File: src/rtl/tki_pkg.sv
// constants for the terminal keyboard input logic
//
// Summary of operation
// - a low function key line counts only while the function strobe is low.
// - lamp outputs go low to light a lamp and high to extinguish it.
// - character code into the data register is true-sense, all low when idle.
// - memory code bits are inverted, except bit five, kept true-sense.
// - shifted full-clear keystroke loads the space character toward memory.
// - the eighth memory data bit stays high for keyed characters.
// - keyed characters get foreground: true output high, complement low.
// - shifted clear sets the full-clear flag; next character resets it.
// - shifted clear-foreground sets partial erase; a character resets it.
// - shifted print sets the print flag; next character clears it.
// - case select level is high while either shift key is held.
// - return key gives enable while held; sets return, alnum, down flags.
// - character with insert-character held sets expansion; alone clears.
// - delete-character sets compression; next character clears it.
// - control key alone keeps alnum flag; control level high while held.
// - repeat process high only with repeat plus character or cursor key.
// - insert-line drives its active-low flag low until next character.
// - home key sets the home flag; next character clears it.
package tki_pkg;
   // register map, byte addresses on the register bus
   localparam int ADDR_W = 5;
   localparam logic [4:0] REG_CONTROL = 5'h00;
   localparam logic [4:0] REG_FLAGS = 5'h04;
   localparam logic [4:0] REG_CODE = 5'h08;
   localparam logic [4:0] REG_PANEL = 5'h0C;
   localparam logic [4:0] REG_LAST = 5'h0C;
   // control register fields
   localparam int CTL_LAMP_RECEIVE = 0;
   localparam int CTL_LAMP_TRANSMIT = 1;
   localparam int CTL_LAMP_PRINT = 2;
   localparam int CTL_LAMP_LOCAL = 3;
   localparam int CTL_RESTORE = 4;
   localparam logic [3:0] CTL_LAMP_RESET = 4'h0;
   localparam logic [1:0] RESP_OKAY = 2'h0;
   localparam logic [1:0] RESP_SLVERR = 2'h2;
   // function key line positions
   localparam int FK_REPEAT = 0;
   localparam int FK_TAB = 1;
   localparam int FK_CONTROL = 2;
   localparam int FK_SHIFT = 3;
   localparam int FK_TRANSMIT = 4;
   localparam int FK_UP = 5;
   localparam int FK_PRINT = 6;
   localparam int FK_LEFT = 7;
   localparam int FK_HOME = 8;
   localparam int FK_RIGHT = 9;
   localparam int FK_DOWN = 10;
   localparam int FK_CLEAR_FG = 11;
   localparam int FK_INSERT_CHAR = 12;
   localparam int FK_DELETE_CHAR = 13;
   localparam int FK_CLEAR_FULL = 14;
   localparam int FK_INSERT_LINE = 15;
   localparam int FK_DELETE_LINE = 16;
   localparam int FK_COUNT = 17;
   // keys that do not end a return sequence
   localparam logic [16:0] FK_MODIFIER_MASK = 17'h0000D;
   // latched flag positions, also the flags register layout
   localparam int FL_FULL_CLEAR = 0;
   localparam int FL_PARTIAL = 1;
   localparam int FL_PRINT = 2;
   localparam int FL_TRANSMIT = 3;
   localparam int FL_CASE = 4;
   localparam int FL_CONTROL = 5;
   localparam int FL_RETURN_EN = 6;
   localparam int FL_RETURN = 7;
   localparam int FL_ALNUM = 8;
   localparam int FL_DOWN_RETURN = 9;
   localparam int FL_EXPANSION = 10;
   localparam int FL_COMPRESSION = 11;
   localparam int FL_INSERT_LINE = 12;
   localparam int FL_HOME = 13;
   localparam int FL_REPEAT = 14;
   localparam int FL_COUNT = 15;
   localparam logic [14:0] FLAGS_RESET = 15'h0000;
   // character codes
   localparam logic [6:0] CODE_RESET = 7'h00;
   localparam logic [6:0] CODE_SPACE = 7'h20;
   localparam logic [6:0] CODE_RETURN = 7'h0D;
   localparam logic [6:0] MEM_INVERT_MASK = 7'h5F;
   // synchroniser width and idle level (all inputs are active low)
   localparam int SYNC_W = 30;
   localparam logic [29:0] SYNC_IDLE = 30'h3FFFFFFF;
endpackage

File: src/rtl/tki_keyboard_input.sv
// keyboard input logic with register access over axi4-lite
`timescale 1ns/1ps
module tki_keyboard_input (
   input wire logic aclk,
   input wire logic aresetn,
   // register bus
   input wire logic [tki_pkg::ADDR_W-1:0] awaddr,
   input wire logic awvalid,
   output logic awready,
   input wire logic [31:0] wdata,
   input wire logic [3:0] wstrb,
   input wire logic wvalid,
   output logic wready,
   output logic [1:0] bresp,
   output logic bvalid,
   input wire logic bready,
   input wire logic [tki_pkg::ADDR_W-1:0] araddr,
   input wire logic arvalid,
   output logic arready,
   output logic [31:0] rdata,
   output logic [1:0] rresp,
   output logic rvalid,
   input wire logic rready,
   // keyboard character, function key and button lines, low for one
   input wire logic [6:0] key_bits_n,
   input wire logic character_key_strobe_n,
   input wire logic function_key_strobe_n,
   input wire logic repeat_key_n,
   input wire logic tab_key_n,
   input wire logic control_key_n,
   input wire logic shift_key_n,
   input wire logic transmit_key_n,
   input wire logic up_key_n,
   input wire logic print_key_n,
   input wire logic left_key_n,
   input wire logic home_key_n,
   input wire logic right_key_n,
   input wire logic down_key_n,
   input wire logic clear_foreground_key_n,
   input wire logic insert_char_key_n,
   input wire logic delete_char_key_n,
   input wire logic clear_full_key_n,
   input wire logic insert_line_key_n,
   input wire logic delete_line_key_n,
   input wire logic receive_button_n,
   input wire logic local_button_n,
   input wire logic break_button_n,
   input wire logic reset_button_n,
   // lamps, low to light
   output logic receive_lamp_n,
   output logic transmit_lamp_n,
   output logic print_lamp_n,
   output logic local_lamp_n,
   // toward refresh memory
   output logic [6:0] memory_code,
   output logic memory_code_bit_eight,
   output logic intensity_select,
   output logic intensity_select_n,
   // decoded function levels
   output logic shifted_full_clear,
   output logic partial_erase_flag,
   output logic print_flag,
   output logic transmit_command,
   output logic case_select_level,
   output logic control_key_level,
   output logic return_key_enable,
   output logic return_flag,
   output logic alnum_flag,
   output logic down_or_return_flag,
   output logic expansion_flag,
   output logic compression_flag,
   output logic insert_line_flag_n,
   output logic home_flag,
   output logic repeat_process
);
   logic [tki_pkg::SYNC_W-1:0] sync_out;
   logic [6:0] kb_bits_n;
   logic chs_n;
   logic fns_n;
   logic [tki_pkg::FK_COUNT-1:0] fn_n;
   logic [3:0] pb_n;
   logic [tki_pkg::FK_COUNT-1:0] fn_low;
   logic [tki_pkg::FK_COUNT-1:0] fn_low_q;
   logic [tki_pkg::FK_COUNT-1:0] fn_press;
   logic chs_low_q;
   logic char_evt;
   logic [6:0] key_code;
   logic cr_now;
   logic cr_evt;
   logic any_fn;
   logic shift;
   logic arrows;
   logic repeat_cond;
   logic kb_reset;
   logic restore_pulse;
   logic [tki_pkg::FL_COUNT-1:0] flag;
   logic [tki_pkg::FL_COUNT-1:0] flag_set;
   logic [tki_pkg::FL_COUNT-1:0] flag_clr;
   logic [6:0] code;
   logic [3:0] lamp_on;
   logic aw_held;
   logic w_held;
   logic [tki_pkg::ADDR_W-1:0] aw_addr;
   logic [31:0] w_data;
   logic [3:0] w_strb;
   logic do_write;

   function automatic logic addr_ok(input logic [tki_pkg::ADDR_W-1:0] a);
      addr_ok = (a[1:0] == 2'h0) && (a <= tki_pkg::REG_LAST);
   endfunction

   function automatic logic [31:0] read_word(
      input logic [tki_pkg::ADDR_W-1:0] a
   );
      read_word = 32'h00000000;
      case (a)
         tki_pkg::REG_CONTROL: read_word[3:0] = lamp_on;
         tki_pkg::REG_FLAGS: read_word[tki_pkg::FL_COUNT-1:0] = flag;
         tki_pkg::REG_CODE: read_word[6:0] = code;
         tki_pkg::REG_PANEL: read_word[5:0] = {~fns_n, ~chs_n, ~pb_n};
         default: read_word = 32'h00000000;
      endcase
   endfunction

   ////////////////////////////////////////////////////////////////////////
   // synchronise all keyboard and panel inputs, not the register bus
   tki_sync #(
      .WIDTH(tki_pkg::SYNC_W),
      .IDLE(tki_pkg::SYNC_IDLE)
   ) u_sync (
      .aclk(aclk),
      .aresetn(aresetn),
      .async_in({reset_button_n, break_button_n, local_button_n,
         receive_button_n, delete_line_key_n, insert_line_key_n,
         clear_full_key_n, delete_char_key_n, insert_char_key_n,
         clear_foreground_key_n, down_key_n, right_key_n, home_key_n,
         left_key_n, print_key_n, up_key_n, transmit_key_n, shift_key_n,
         control_key_n, tab_key_n, repeat_key_n, function_key_strobe_n,
         character_key_strobe_n, key_bits_n}),
      .sync_out(sync_out)
   );

   assign kb_bits_n = sync_out[6:0];
   assign chs_n = sync_out[7];
   assign fns_n = sync_out[8];
   assign fn_n = sync_out[25:9];
   assign pb_n = sync_out[29:26];

   assign kb_reset = !aresetn || restore_pulse;

   ////////////////////////////////////////////////////////////////////////
   // key line valid only under strobe
   assign fn_low = ~fn_n & {tki_pkg::FK_COUNT{~fns_n}};
   // edge against the previous sample, so a held key acts once
   assign fn_press = fn_low & ~fn_low_q;
   assign char_evt = ~chs_n & ~chs_low_q;
   assign key_code = ~kb_bits_n;
   assign cr_now = (key_code == tki_pkg::CODE_RETURN);
   assign cr_evt = char_evt & cr_now;
   assign any_fn = |(fn_press & ~tki_pkg::FK_MODIFIER_MASK);
   assign shift = fn_low[tki_pkg::FK_SHIFT];
   assign arrows = fn_low[tki_pkg::FK_UP] | fn_low[tki_pkg::FK_DOWN]
      | fn_low[tki_pkg::FK_LEFT] | fn_low[tki_pkg::FK_RIGHT];
   assign repeat_cond = fn_low[tki_pkg::FK_REPEAT] & (~chs_n | arrows);

   // restore keeps edge history, so a key held across it is not re-acted
   always_ff @(posedge aclk) begin
      if (!aresetn) begin
         fn_low_q <= '0;
         chs_low_q <= 1'b0;
      end else begin
         fn_low_q <= fn_low;
         chs_low_q <= ~chs_n;
      end
   end

   ////////////////////////////////////////////////////////////////////////
   always_comb begin
      flag_set = '0;
      flag_clr = '0;
      flag_set[tki_pkg::FL_FULL_CLEAR] = fn_press[tki_pkg::FK_CLEAR_FULL]
         & shift;
      flag_clr[tki_pkg::FL_FULL_CLEAR] = char_evt;
      flag_set[tki_pkg::FL_PARTIAL] = fn_press[tki_pkg::FK_CLEAR_FG] & shift;
      flag_clr[tki_pkg::FL_PARTIAL] = char_evt;
      flag_set[tki_pkg::FL_PRINT] = fn_press[tki_pkg::FK_PRINT] & shift;
      flag_clr[tki_pkg::FL_PRINT] = char_evt;
      flag_set[tki_pkg::FL_TRANSMIT] = fn_press[tki_pkg::FK_TRANSMIT] & shift;
      flag_clr[tki_pkg::FL_TRANSMIT] = char_evt;
      flag_set[tki_pkg::FL_CASE] = shift;
      flag_clr[tki_pkg::FL_CASE] = ~shift;
      flag_set[tki_pkg::FL_CONTROL] = fn_low[tki_pkg::FK_CONTROL];
      flag_clr[tki_pkg::FL_CONTROL] = ~fn_low[tki_pkg::FK_CONTROL];
      flag_set[tki_pkg::FL_RETURN_EN] = ~chs_n & cr_now;
      flag_clr[tki_pkg::FL_RETURN_EN] = ~(~chs_n & cr_now);
      flag_set[tki_pkg::FL_RETURN] = cr_evt;
      flag_clr[tki_pkg::FL_RETURN] = any_fn;
      // control is a modifier, alnum untouched
      flag_set[tki_pkg::FL_ALNUM] = char_evt;
      flag_clr[tki_pkg::FL_ALNUM] = any_fn;
      flag_set[tki_pkg::FL_DOWN_RETURN] = cr_evt | fn_press[tki_pkg::FK_DOWN];
      flag_clr[tki_pkg::FL_DOWN_RETURN] = (char_evt & ~cr_now) | any_fn;
      flag_set[tki_pkg::FL_EXPANSION] = char_evt
         & fn_low[tki_pkg::FK_INSERT_CHAR];
      flag_clr[tki_pkg::FL_EXPANSION] = char_evt;
      flag_set[tki_pkg::FL_COMPRESSION] = fn_press[tki_pkg::FK_DELETE_CHAR];
      flag_clr[tki_pkg::FL_COMPRESSION] = char_evt;
      flag_set[tki_pkg::FL_INSERT_LINE] = fn_press[tki_pkg::FK_INSERT_LINE];
      flag_clr[tki_pkg::FL_INSERT_LINE] = char_evt;
      flag_set[tki_pkg::FL_HOME] = fn_press[tki_pkg::FK_HOME];
      flag_clr[tki_pkg::FL_HOME] = char_evt;
      // repeat with character or cursor key
      flag_set[tki_pkg::FL_REPEAT] = repeat_cond;
      flag_clr[tki_pkg::FL_REPEAT] = ~repeat_cond;
   end

   // set wins over clear in the same cycle
   always_ff @(posedge aclk) begin
      if (kb_reset) begin
         flag <= tki_pkg::FLAGS_RESET;
      end else begin
         flag <= flag_set | (flag & ~flag_clr);
      end
   end

   always_ff @(posedge aclk) begin
      if (kb_reset) begin
         code <= tki_pkg::CODE_RESET;
      end else if (flag_set[tki_pkg::FL_FULL_CLEAR]) begin
         code <= tki_pkg::CODE_SPACE;
      end else if (char_evt) begin
         code <= key_code;
      end
   end

   assign memory_code = code ^ tki_pkg::MEM_INVERT_MASK;
   assign memory_code_bit_eight = 1'b1;
   assign intensity_select = 1'b1;
   assign intensity_select_n = 1'b0;

   assign shifted_full_clear = flag[tki_pkg::FL_FULL_CLEAR];
   assign partial_erase_flag = flag[tki_pkg::FL_PARTIAL];
   assign print_flag = flag[tki_pkg::FL_PRINT];
   assign transmit_command = flag[tki_pkg::FL_TRANSMIT];
   assign case_select_level = flag[tki_pkg::FL_CASE];
   assign control_key_level = flag[tki_pkg::FL_CONTROL];
   assign return_key_enable = flag[tki_pkg::FL_RETURN_EN];
   assign return_flag = flag[tki_pkg::FL_RETURN];
   assign alnum_flag = flag[tki_pkg::FL_ALNUM];
   assign down_or_return_flag = flag[tki_pkg::FL_DOWN_RETURN];
   assign expansion_flag = flag[tki_pkg::FL_EXPANSION];
   assign compression_flag = flag[tki_pkg::FL_COMPRESSION];
   assign insert_line_flag_n = ~flag[tki_pkg::FL_INSERT_LINE];
   assign home_flag = flag[tki_pkg::FL_HOME];
   assign repeat_process = flag[tki_pkg::FL_REPEAT];

   assign receive_lamp_n = ~lamp_on[tki_pkg::CTL_LAMP_RECEIVE];
   assign transmit_lamp_n = ~lamp_on[tki_pkg::CTL_LAMP_TRANSMIT];
   assign print_lamp_n = ~lamp_on[tki_pkg::CTL_LAMP_PRINT];
   assign local_lamp_n = ~lamp_on[tki_pkg::CTL_LAMP_LOCAL];

   ////////////////////////////////////////////////////////////////////////
   // register bus: address and data may arrive in either order
   assign awready = !aw_held;
   assign wready = !w_held;
   assign arready = !rvalid;
   assign do_write = aw_held && w_held && !bvalid;

   always_ff @(posedge aclk) begin
      if (!aresetn) begin
         aw_held <= 1'b0;
         w_held <= 1'b0;
         aw_addr <= '0;
         w_data <= 32'h00000000;
         w_strb <= 4'h0;
         bvalid <= 1'b0;
         bresp <= tki_pkg::RESP_OKAY;
      end else begin
         if (awvalid && awready) begin
            aw_held <= 1'b1;
            aw_addr <= awaddr;
         end else if (do_write) begin
            aw_held <= 1'b0;
         end
         if (wvalid && wready) begin
            w_held <= 1'b1;
            w_data <= wdata;
            w_strb <= wstrb;
         end else if (do_write) begin
            w_held <= 1'b0;
         end
         if (do_write) begin
            bvalid <= 1'b1;
            bresp <= addr_ok(aw_addr) ? tki_pkg::RESP_OKAY
               : tki_pkg::RESP_SLVERR;
         end else if (bready) begin
            bvalid <= 1'b0;
         end
      end
   end

   // restore is a one-cycle pulse, lamps survive it on purpose
   always_ff @(posedge aclk) begin
      if (!aresetn) begin
         lamp_on <= tki_pkg::CTL_LAMP_RESET;
         restore_pulse <= 1'b0;
      end else begin
         restore_pulse <= 1'b0;
         if (do_write && aw_addr == tki_pkg::REG_CONTROL
            && w_strb[0]) begin
            lamp_on <= w_data[3:0];
            restore_pulse <= w_data[tki_pkg::CTL_RESTORE];
         end
      end
   end

   always_ff @(posedge aclk) begin
      if (!aresetn) begin
         rvalid <= 1'b0;
         rdata <= 32'h00000000;
         rresp <= tki_pkg::RESP_OKAY;
      end else if (arvalid && arready) begin
         rvalid <= 1'b1;
         rdata <= read_word(araddr);
         rresp <= addr_ok(araddr) ? tki_pkg::RESP_OKAY : tki_pkg::RESP_SLVERR;
      end else if (rready) begin
         rvalid <= 1'b0;
      end
   end

   ////////////////////////////////////////////////////////////////////////
   a_full_clear_set: assert property (
      @(posedge aclk) disable iff (kb_reset)
      fn_press[tki_pkg::FK_CLEAR_FULL] && shift |=> shifted_full_clear)
      else $error("full clear flag not set");
   a_unshift_clear: assert property (
      @(posedge aclk) disable iff (kb_reset)
      fn_press[tki_pkg::FK_CLEAR_FULL] && !shift && !shifted_full_clear
      |=> !shifted_full_clear)
      else $error("unshifted clear set the flag");
   a_space_load: assert property (
      @(posedge aclk) disable iff (kb_reset)
      flag_set[tki_pkg::FL_FULL_CLEAR] |=> memory_code == 7'h7F)
      else $error("space not presented after shifted clear");
   a_code_sense: assert property (
      @(posedge aclk) disable iff (kb_reset)
      char_evt && !flag_set[tki_pkg::FL_FULL_CLEAR]
      |=> memory_code[5] == $past(~kb_bits_n[5])
      && memory_code[0] == $past(kb_bits_n[0]))
      else $error("memory code sense wrong");
   a_print_clear: assert property (
      @(posedge aclk) disable iff (kb_reset)
      char_evt && !fn_press[tki_pkg::FK_PRINT] |=> !print_flag)
      else $error("print flag survived a character");
   a_return_flags: assert property (
      @(posedge aclk) disable iff (kb_reset)
      cr_evt |=> return_flag && alnum_flag && down_or_return_flag)
      else $error("return flags not set");
   a_expansion_set: assert property (
      @(posedge aclk) disable iff (kb_reset)
      char_evt |=> expansion_flag == $past(fn_low[tki_pkg::FK_INSERT_CHAR]))
      else $error("expansion flag wrong after character");
   a_repeat_alone: assert property (
      @(posedge aclk) disable iff (kb_reset)
      fn_low[tki_pkg::FK_REPEAT] && chs_n && !arrows |=> !repeat_process)
      else $error("repeat process high with repeat alone");
   a_alnum_control: assert property (
      @(posedge aclk) disable iff (kb_reset)
      alnum_flag && fn_press == (17'h1 << tki_pkg::FK_CONTROL) |=> alnum_flag)
      else $error("control key disturbed alnum");
   a_case_level: assert property (
      @(posedge aclk) disable iff (kb_reset)
      ##1 case_select_level == $past(shift))
      else $error("case select does not follow shift");
   a_insert_line: assert property (
      @(posedge aclk) disable iff (kb_reset)
      fn_press[tki_pkg::FK_INSERT_LINE] |=> !insert_line_flag_n)
      else $error("insert line flag not low");
endmodule // tki_keyboard_input

File: src/rtl/tki_sync.sv
// two-stage synchroniser for the keyboard and panel lines
`timescale 1ns/1ps
module tki_sync #(
   parameter int WIDTH = 30,
   parameter logic [WIDTH-1:0] IDLE = '1
) (
   input wire logic aclk,
   input wire logic aresetn,
   input wire logic [WIDTH-1:0] async_in,
   output logic [WIDTH-1:0] sync_out
);
   logic [WIDTH-1:0] stage1;

   // stage1 feeds only the second stage
   always_ff @(posedge aclk) begin
      if (!aresetn) begin
         stage1 <= IDLE;
         sync_out <= IDLE;
      end else begin
         stage1 <= async_in;
         sync_out <= stage1;
      end
   end
endmodule // tki_sync

File: config.mk
export PLATFORM = sky130hd
export DESIGN_NAME = tki_keyboard_input
export DESIGN_NICKNAME = d
export VERILOG_FILES = /design/src/rtl/tki_pkg.sv /design/src/rtl/tki_keyboard_input.sv /design/src/rtl/tki_sync.sv
export SDC_FILE = /design/constraint.sdc
export NUM_CORES = 1
export LEC_CHECK = 0
export ABC_CLOCK_PERIOD_IN_PS = 3600
export BUFFER_PORTS_ARGS = -buffer_cell sky130_fd_sc_hd__buf_4
export CAP_MARGIN = 20
export CORE_UTILIZATION = 33
export CTS_CLUSTER_SIZE = 40
export DETAILED_ROUTE_END_ITERATION = 10
export GPL_ROUTABILITY_DRIVEN = 0
export PLACE_DENSITY = 0.52
export SETUP_SLACK_MARGIN = 0.2
export SLEW_MARGIN = 10
export SYNTH_ARGS = -nofsm -noshare
export SYNTH_HDL_FRONTEND = slang
export SYNTH_SLANG_ARGS = --single-unit
File: constraint.sdc
create_clock -name aclk -period 3.6 [get_ports aclk]
set_clock_uncertainty 0.1 [all_clocks]
set_input_delay 0.36 -clock aclk [delete_from_list [all_inputs] [get_ports aclk]]
set_output_delay 0.36 -clock aclk [all_outputs]
set_load 0.01 [all_outputs]
==> tab_implementation.tex <==
\begin{tabular}{lr}
\hline
Metric & Value \\
\hline
\multicolumn{2}{l}{\textbf{Critical path}} \\
\quad Peak per-stage delay on the critical path & 0.56 ns \\
\quad Cells along the critical path & nand2b\_1 -> nor3\_4 -> a22oi\_1 -> nor2b\_1 \\
\quad Maximum net fanout on the critical path & 19 \\
\quad Arr. time, crit path & 2.09 ns \\
\quad Logic depth of the worst setup path including buffers & 4 \\
\quad Largest delay share family, worst path & simple AND/OR/NAND/NOR gates \\
\quad Setup slack of the most critical reg-to-reg path & 1.74 ns \\
\quad R2R Path Start & rvalid\$\_SDFFE\_PN0P\_ \\
\quad Critical Path End Type & register \\
\quad Buffers plus inverters on the worst setup path & 0 \\
\quad Endpoint of the lowest-slack register-to-register path & rdata[9]\$\_SDFFE\_PN0P\_ \\
\quad CP Launch Type & register \\
\quad Critical path data required time & 3.83 ns \\
\quad Worst r2r path cells & 4 \\
\quad CP max-delay cell & sky130\_fd\_sc\_hd\_\_nor3\_4 \\
\quad Path type of the worst setup path & reg2reg \\
\multicolumn{2}{l}{\textbf{Timing}} \\
\quad Final clock period utilization by the worst path & 51.6\% \\
\quad Unrepaired setup endpoints after global routing & false \\
\quad Highest attainable clock frequency & 0.538 GHz \\
\quad Shortest clock period the worst path allows after layout & 1.86 ns \\
\quad Sum Neg Setup Slack & 0 ns \\
\quad Worst slew margin relative to its limit & 43.7\% \\
\quad Measured slew at the worst slew-check pin & 0.844 ns \\
\quad Worst Slack Setup Final & 1.74 ns \\
\quad Number of hold violations in the final report & 0 \\
\quad Pins Over Slew Limit & 0 \\
\quad Finish-stage setup viols & 0 \\
\multicolumn{2}{l}{\textbf{Routing}} \\
\quad Number of DRC markers after the initial detailed-route iteration & 103 \\
\quad Residual antenna-violating net count after detailed routing & 0 \\
\quad Average vias per placed instance & 4.18 \\
\quad Final routed wirelength across all metal layers & 9140 um \\
\quad Routed length per placed instance & 12.3 um \\
\quad First-pass DRT Iterations & 4 \\
\quad Routed vias & 3,104 \\
\quad Number of remaining DRC errors & 0 \\
\multicolumn{2}{l}{\textbf{Synthesis}} \\
\quad Yosys top cell area share & 57.4\% \\
\quad Dominant synthesized flop cell & sky130\_fd\_sc\_hd\_\_dfxtp\_1 \\
\quad Ys async rst share & 0\% \\
\quad Number of enable flip-flop cells after synthesis & 0 \\
\quad Number of different library cells in the post-synthesis netlist & 49 \\
\quad Sequential element share of the synthesized area & 57.4\% \\
\quad Dominant cell type by area after synthesis & sky130\_fd\_sc\_hd\_\_dfxtp\_1 \\
\quad Post-synthesis cell count & 456 \\
\quad Number of synthesized register bits & 134 \\
\quad Most frequent cells after synthesis & sky130\_fd\_sc\_hd\_\_dfxtp\_1, sky130\_fd\_sc\_hd\_\_nand2b\_1, sky130\_fd\_sc\_hd\_\_nor2\_1, sky130\_fd\_sc\_hd\_\_nor2b\_1, sky130\_fd\_sc\_hd\_\_buf\_4 \\
\quad Synthesized area per cell & 10.3 um2 \\
\quad Biggest area contributors in the synthesized netlist & sky130\_fd\_sc\_hd\_\_dfxtp\_1, sky130\_fd\_sc\_hd\_\_nand2b\_1, sky130\_fd\_sc\_hd\_\_nor2b\_1, sky130\_fd\_sc\_hd\_\_buf\_4, sky130\_fd\_sc\_hd\_\_nor2\_1 \\
\quad Synthesized area & 0.00467 mm2 \\
\quad Most common cell in the synthesized netlist & sky130\_fd\_sc\_hd\_\_dfxtp\_1 \\
\quad Yosys warns & 0 \\
\multicolumn{2}{l}{\textbf{Power}} \\
\quad Total power of the final layout & 3.60 mW \\
\quad Relative contribution of the clock network to total power & 51.1\% \\
\quad Static leakage & 2.57 nW \\
\quad Logic pwr share & 5.4\% \\
\quad VDD IR-drop max & 0.000341 V \\
\quad Power density over the cells & 590 mW/mm2 \\
\quad Sequential share of power & 43.4\% \\
\quad Internal power contribution & 2.86 mW \\
\quad Net switching power & 732 uW \\
\quad Fraction of power spent switching nets & 20.3\% \\
\multicolumn{2}{l}{\textbf{GRT}} \\
\quad Maximum number of pins on one net before global-route repair & 69 \\
\quad Met2 track utilization from global routing & 20.2\% \\
\quad Most congested layer reported by global routing & met2 \\
\quad Antenna violations before repair & 0 \\
\quad GRT met3 Usage & 3.90\% \\
\quad Vias in the first global route & 2,904 \\
\quad Met1 layer usage reported by global route & 16.9\% \\
\quad Residual overflow from global routing & 0 \\
\quad All-layer global routing usage & 13.1\% \\
\quad Global-route wire length before repair & 14,700 um \\
\multicolumn{2}{l}{\textbf{Die}} \\
\quad Die extent in x & 121 um \\
\quad Total number of placement rows & 43 \\
\quad Initial core utilization & 33.8\% \\
\quad Die Area & 0.0146 mm2 \\
\quad Boundary Pins & 153 \\
\quad Vertical die dimension & 121 um \\
\quad Placeable Area & 0.0138 mm2 \\
\multicolumn{2}{l}{\textbf{Clock tree}} \\
\quad Post CTS Setup Buffer Count & 0 \\
\quad \# hold bufs at CTS & 0 \\
\quad TritonCTS clock tree & yes \\
\quad Largest buffer count on any clock path & 2 \\
\quad Clock transition at path regs & 0.06 ns \\
\quad Post-CTS Resized & 0 \\
\quad Clock Sinks & 134 \\
\quad Library cell used as clock root buffer & sky130\_fd\_sc\_hd\_\_clkbuf\_16 \\
\quad Clock latency on the worst-skew pair & 0.40 ns \\
\quad Total CTS buffers & 17 \\
\quad Deepest level of the CTS H-tree & 4 \\
\multicolumn{2}{l}{\textbf{Place}} \\
\quad Dpl cell area & 0.00546 mm2 \\
\quad Inst Count DP & 712 \\
\quad Worst slack, placed & 1.53 ns \\
\quad HPWL Detailed & 6680 um \\
\quad Count of port buffers added during placement & 100 \\
\multicolumn{2}{l}{\textbf{Run status}} \\
\quad Status & finished, final reports clean \\
\multicolumn{2}{l}{\textbf{Finish}} \\
\quad Antenna fix cells & 0 \\
\quad Finished layout cell area & 0.00609 mm2 \\
\quad Fill cell total of the finished layout & 1,312 \\
\quad Ratio of cells with drive above 1 in the final layout & 24.7\% \\
\quad Area of the multi-input gates & 0.00172 mm2 \\
\quad Footprint of the flip-flops and latches & 0.00268 mm2 \\
\quad Final Non-Filler Cells & 743 \\
\quad Post-synthesis to final-layout area growth & 30.4\% \\
\quad Post-layout net count & 634 \\
\multicolumn{2}{l}{\textbf{Worst hold path}} \\
\quad Class of the tightest hold or removal check & in2reg \\
\quad Min-Delay Path Depth & 2 \\
\quad Origin of the worst min-delay path & right\_key\_n \\
\quad Worst Hold Endpoint & u\_sync.stage1[18]\$\_SDFF\_PN1\_ \\
\multicolumn{2}{l}{\textbf{Flow run}} \\
\quad Max-Cap Viols & 0 \\
\hline
\end{tabular}
[worst max-delay path by stage]
stage | from | to | slack (ns)
after floorplan | araddr[3] | rdata[1]$_SDFFE_PN0P_ | 2.08
final | rvalid$_SDFFE_PN0P_ | rdata[9]$_SDFFE_PN0P_ | 1.74
after CTS | rvalid$_SDFFE_PN0P_ | rdata[13]$_SDFFE_PN0P_ | 1.72
after global placement | aresetn | flag[2]$_SDFF_PP0_ | 1.57
after global routing | rvalid$_SDFFE_PN0P_ | rdata[9]$_SDFFE_PN0P_ | 1.58
after detailed placement | aresetn | flag[9]$_SDFF_PP0_ | 1.53
[metrics by stage]
step | hold slack [ns] | util (%)
after floorplan | 0.273 | -
after global placement | 0.295 | 39.5
after detailed placement | 0.292 | 39.5
after CTS | 0.0205 | 44.1
after global routing | 0.0249 | 44.1
final | 0.0360 | 44.1
[power groups by stage]
stage	logic, mW	clock network [mW]	registers, mW
final	0.196	1.84	1.56
after global routing	0.218	1.95	1.57
after CTS	0.200	1.88	1.56
after detailed placement	0.199	0	1.59
after global placement	0.197	0	1.59
after floorplan	0.142	0	1.59
[flip-flops by register name, summed over array words and instances (netlist names), named ones only]
name and flops:
u_sync.stage1 30, u_sync.sync_out 30, rdata 15, flag 14
fn_low_q 14, code 7, aw_addr 5, w_data 5
lamp_on 4, aw_held 1, bresp 1, bvalid 1
chs_low_q 1, restore_pulse 1, rresp 1, rvalid 1
w_held 1, w_strb 1
[routing by layer]
layer	wire (um)	vias to the layer above
met1	4410	1380
met5	0	-
li1	-	1629
met2	4150	85
met4	129	0
met3	447	10
[cells in the final DEF, fill, tap and decap left out, types with 3 or more instances in the layout]
master | synthesis | layout
sky130_fd_sc_hd__nand2b_1 | 65 | 65
sky130_fd_sc_hd__mux2i_1 | 15 | 15
sky130_fd_sc_hd__nor2b_1 | 33 | 33
sky130_fd_sc_hd__nor2_1 | 41 | 41
sky130_fd_sc_hd__inv_1 | 19 | 19
sky130_fd_sc_hd__a211oi_1 | 6 | 6
sky130_fd_sc_hd__a22o_1 | 3 | 3
sky130_fd_sc_hd__clkbuf_16 | 0 | 17
sky130_fd_sc_hd__bufinv_16 | 0 | 5
sky130_fd_sc_hd__dfxtp_1 | 134 | 134
sky130_fd_sc_hd__a21oi_1 | 7 | 7
sky130_fd_sc_hd__nor3_1 | 11 | 11
sky130_fd_sc_hd__a22oi_1 | 9 | 9
sky130_fd_sc_hd__o22ai_1 | 4 | 4
sky130_fd_sc_hd__o21ai_0 | 5 | 5
sky130_fd_sc_hd__conb_1 | 2 | 22
sky130_fd_sc_hd__buf_4 | 24 | 101
sky130_fd_sc_hd__nand2_1 | 18 | 18
sky130_fd_sc_hd__clkinv_4 | 0 | 3
[cells by family after synthesis]
kind of cell	share of synthesized area (%)
AND/OR/NAND/NOR	22.3
flip-flops	57.4
buffers and inverters	7.39
AO/OA/AOI/OAI	7.49
multiplexers	5.30
other	0.161
[cell type report]
| class | count | share of cell area, % |
|---|---|---|
| Clock buffer | 19 | 7.10 |
| Tap cell | 180 | 3.70 |
| Sequential cell | 134 | 44.0 |
| Clock inverter | 12 | 3.33 |
| Timing Repair Buffer | 101 | 12.4 |
| Inverter | 19 | 1.17 |
| Multi-Input combinational cell | 278 | 28.2 |
Power figures use the tool's default switching activity.
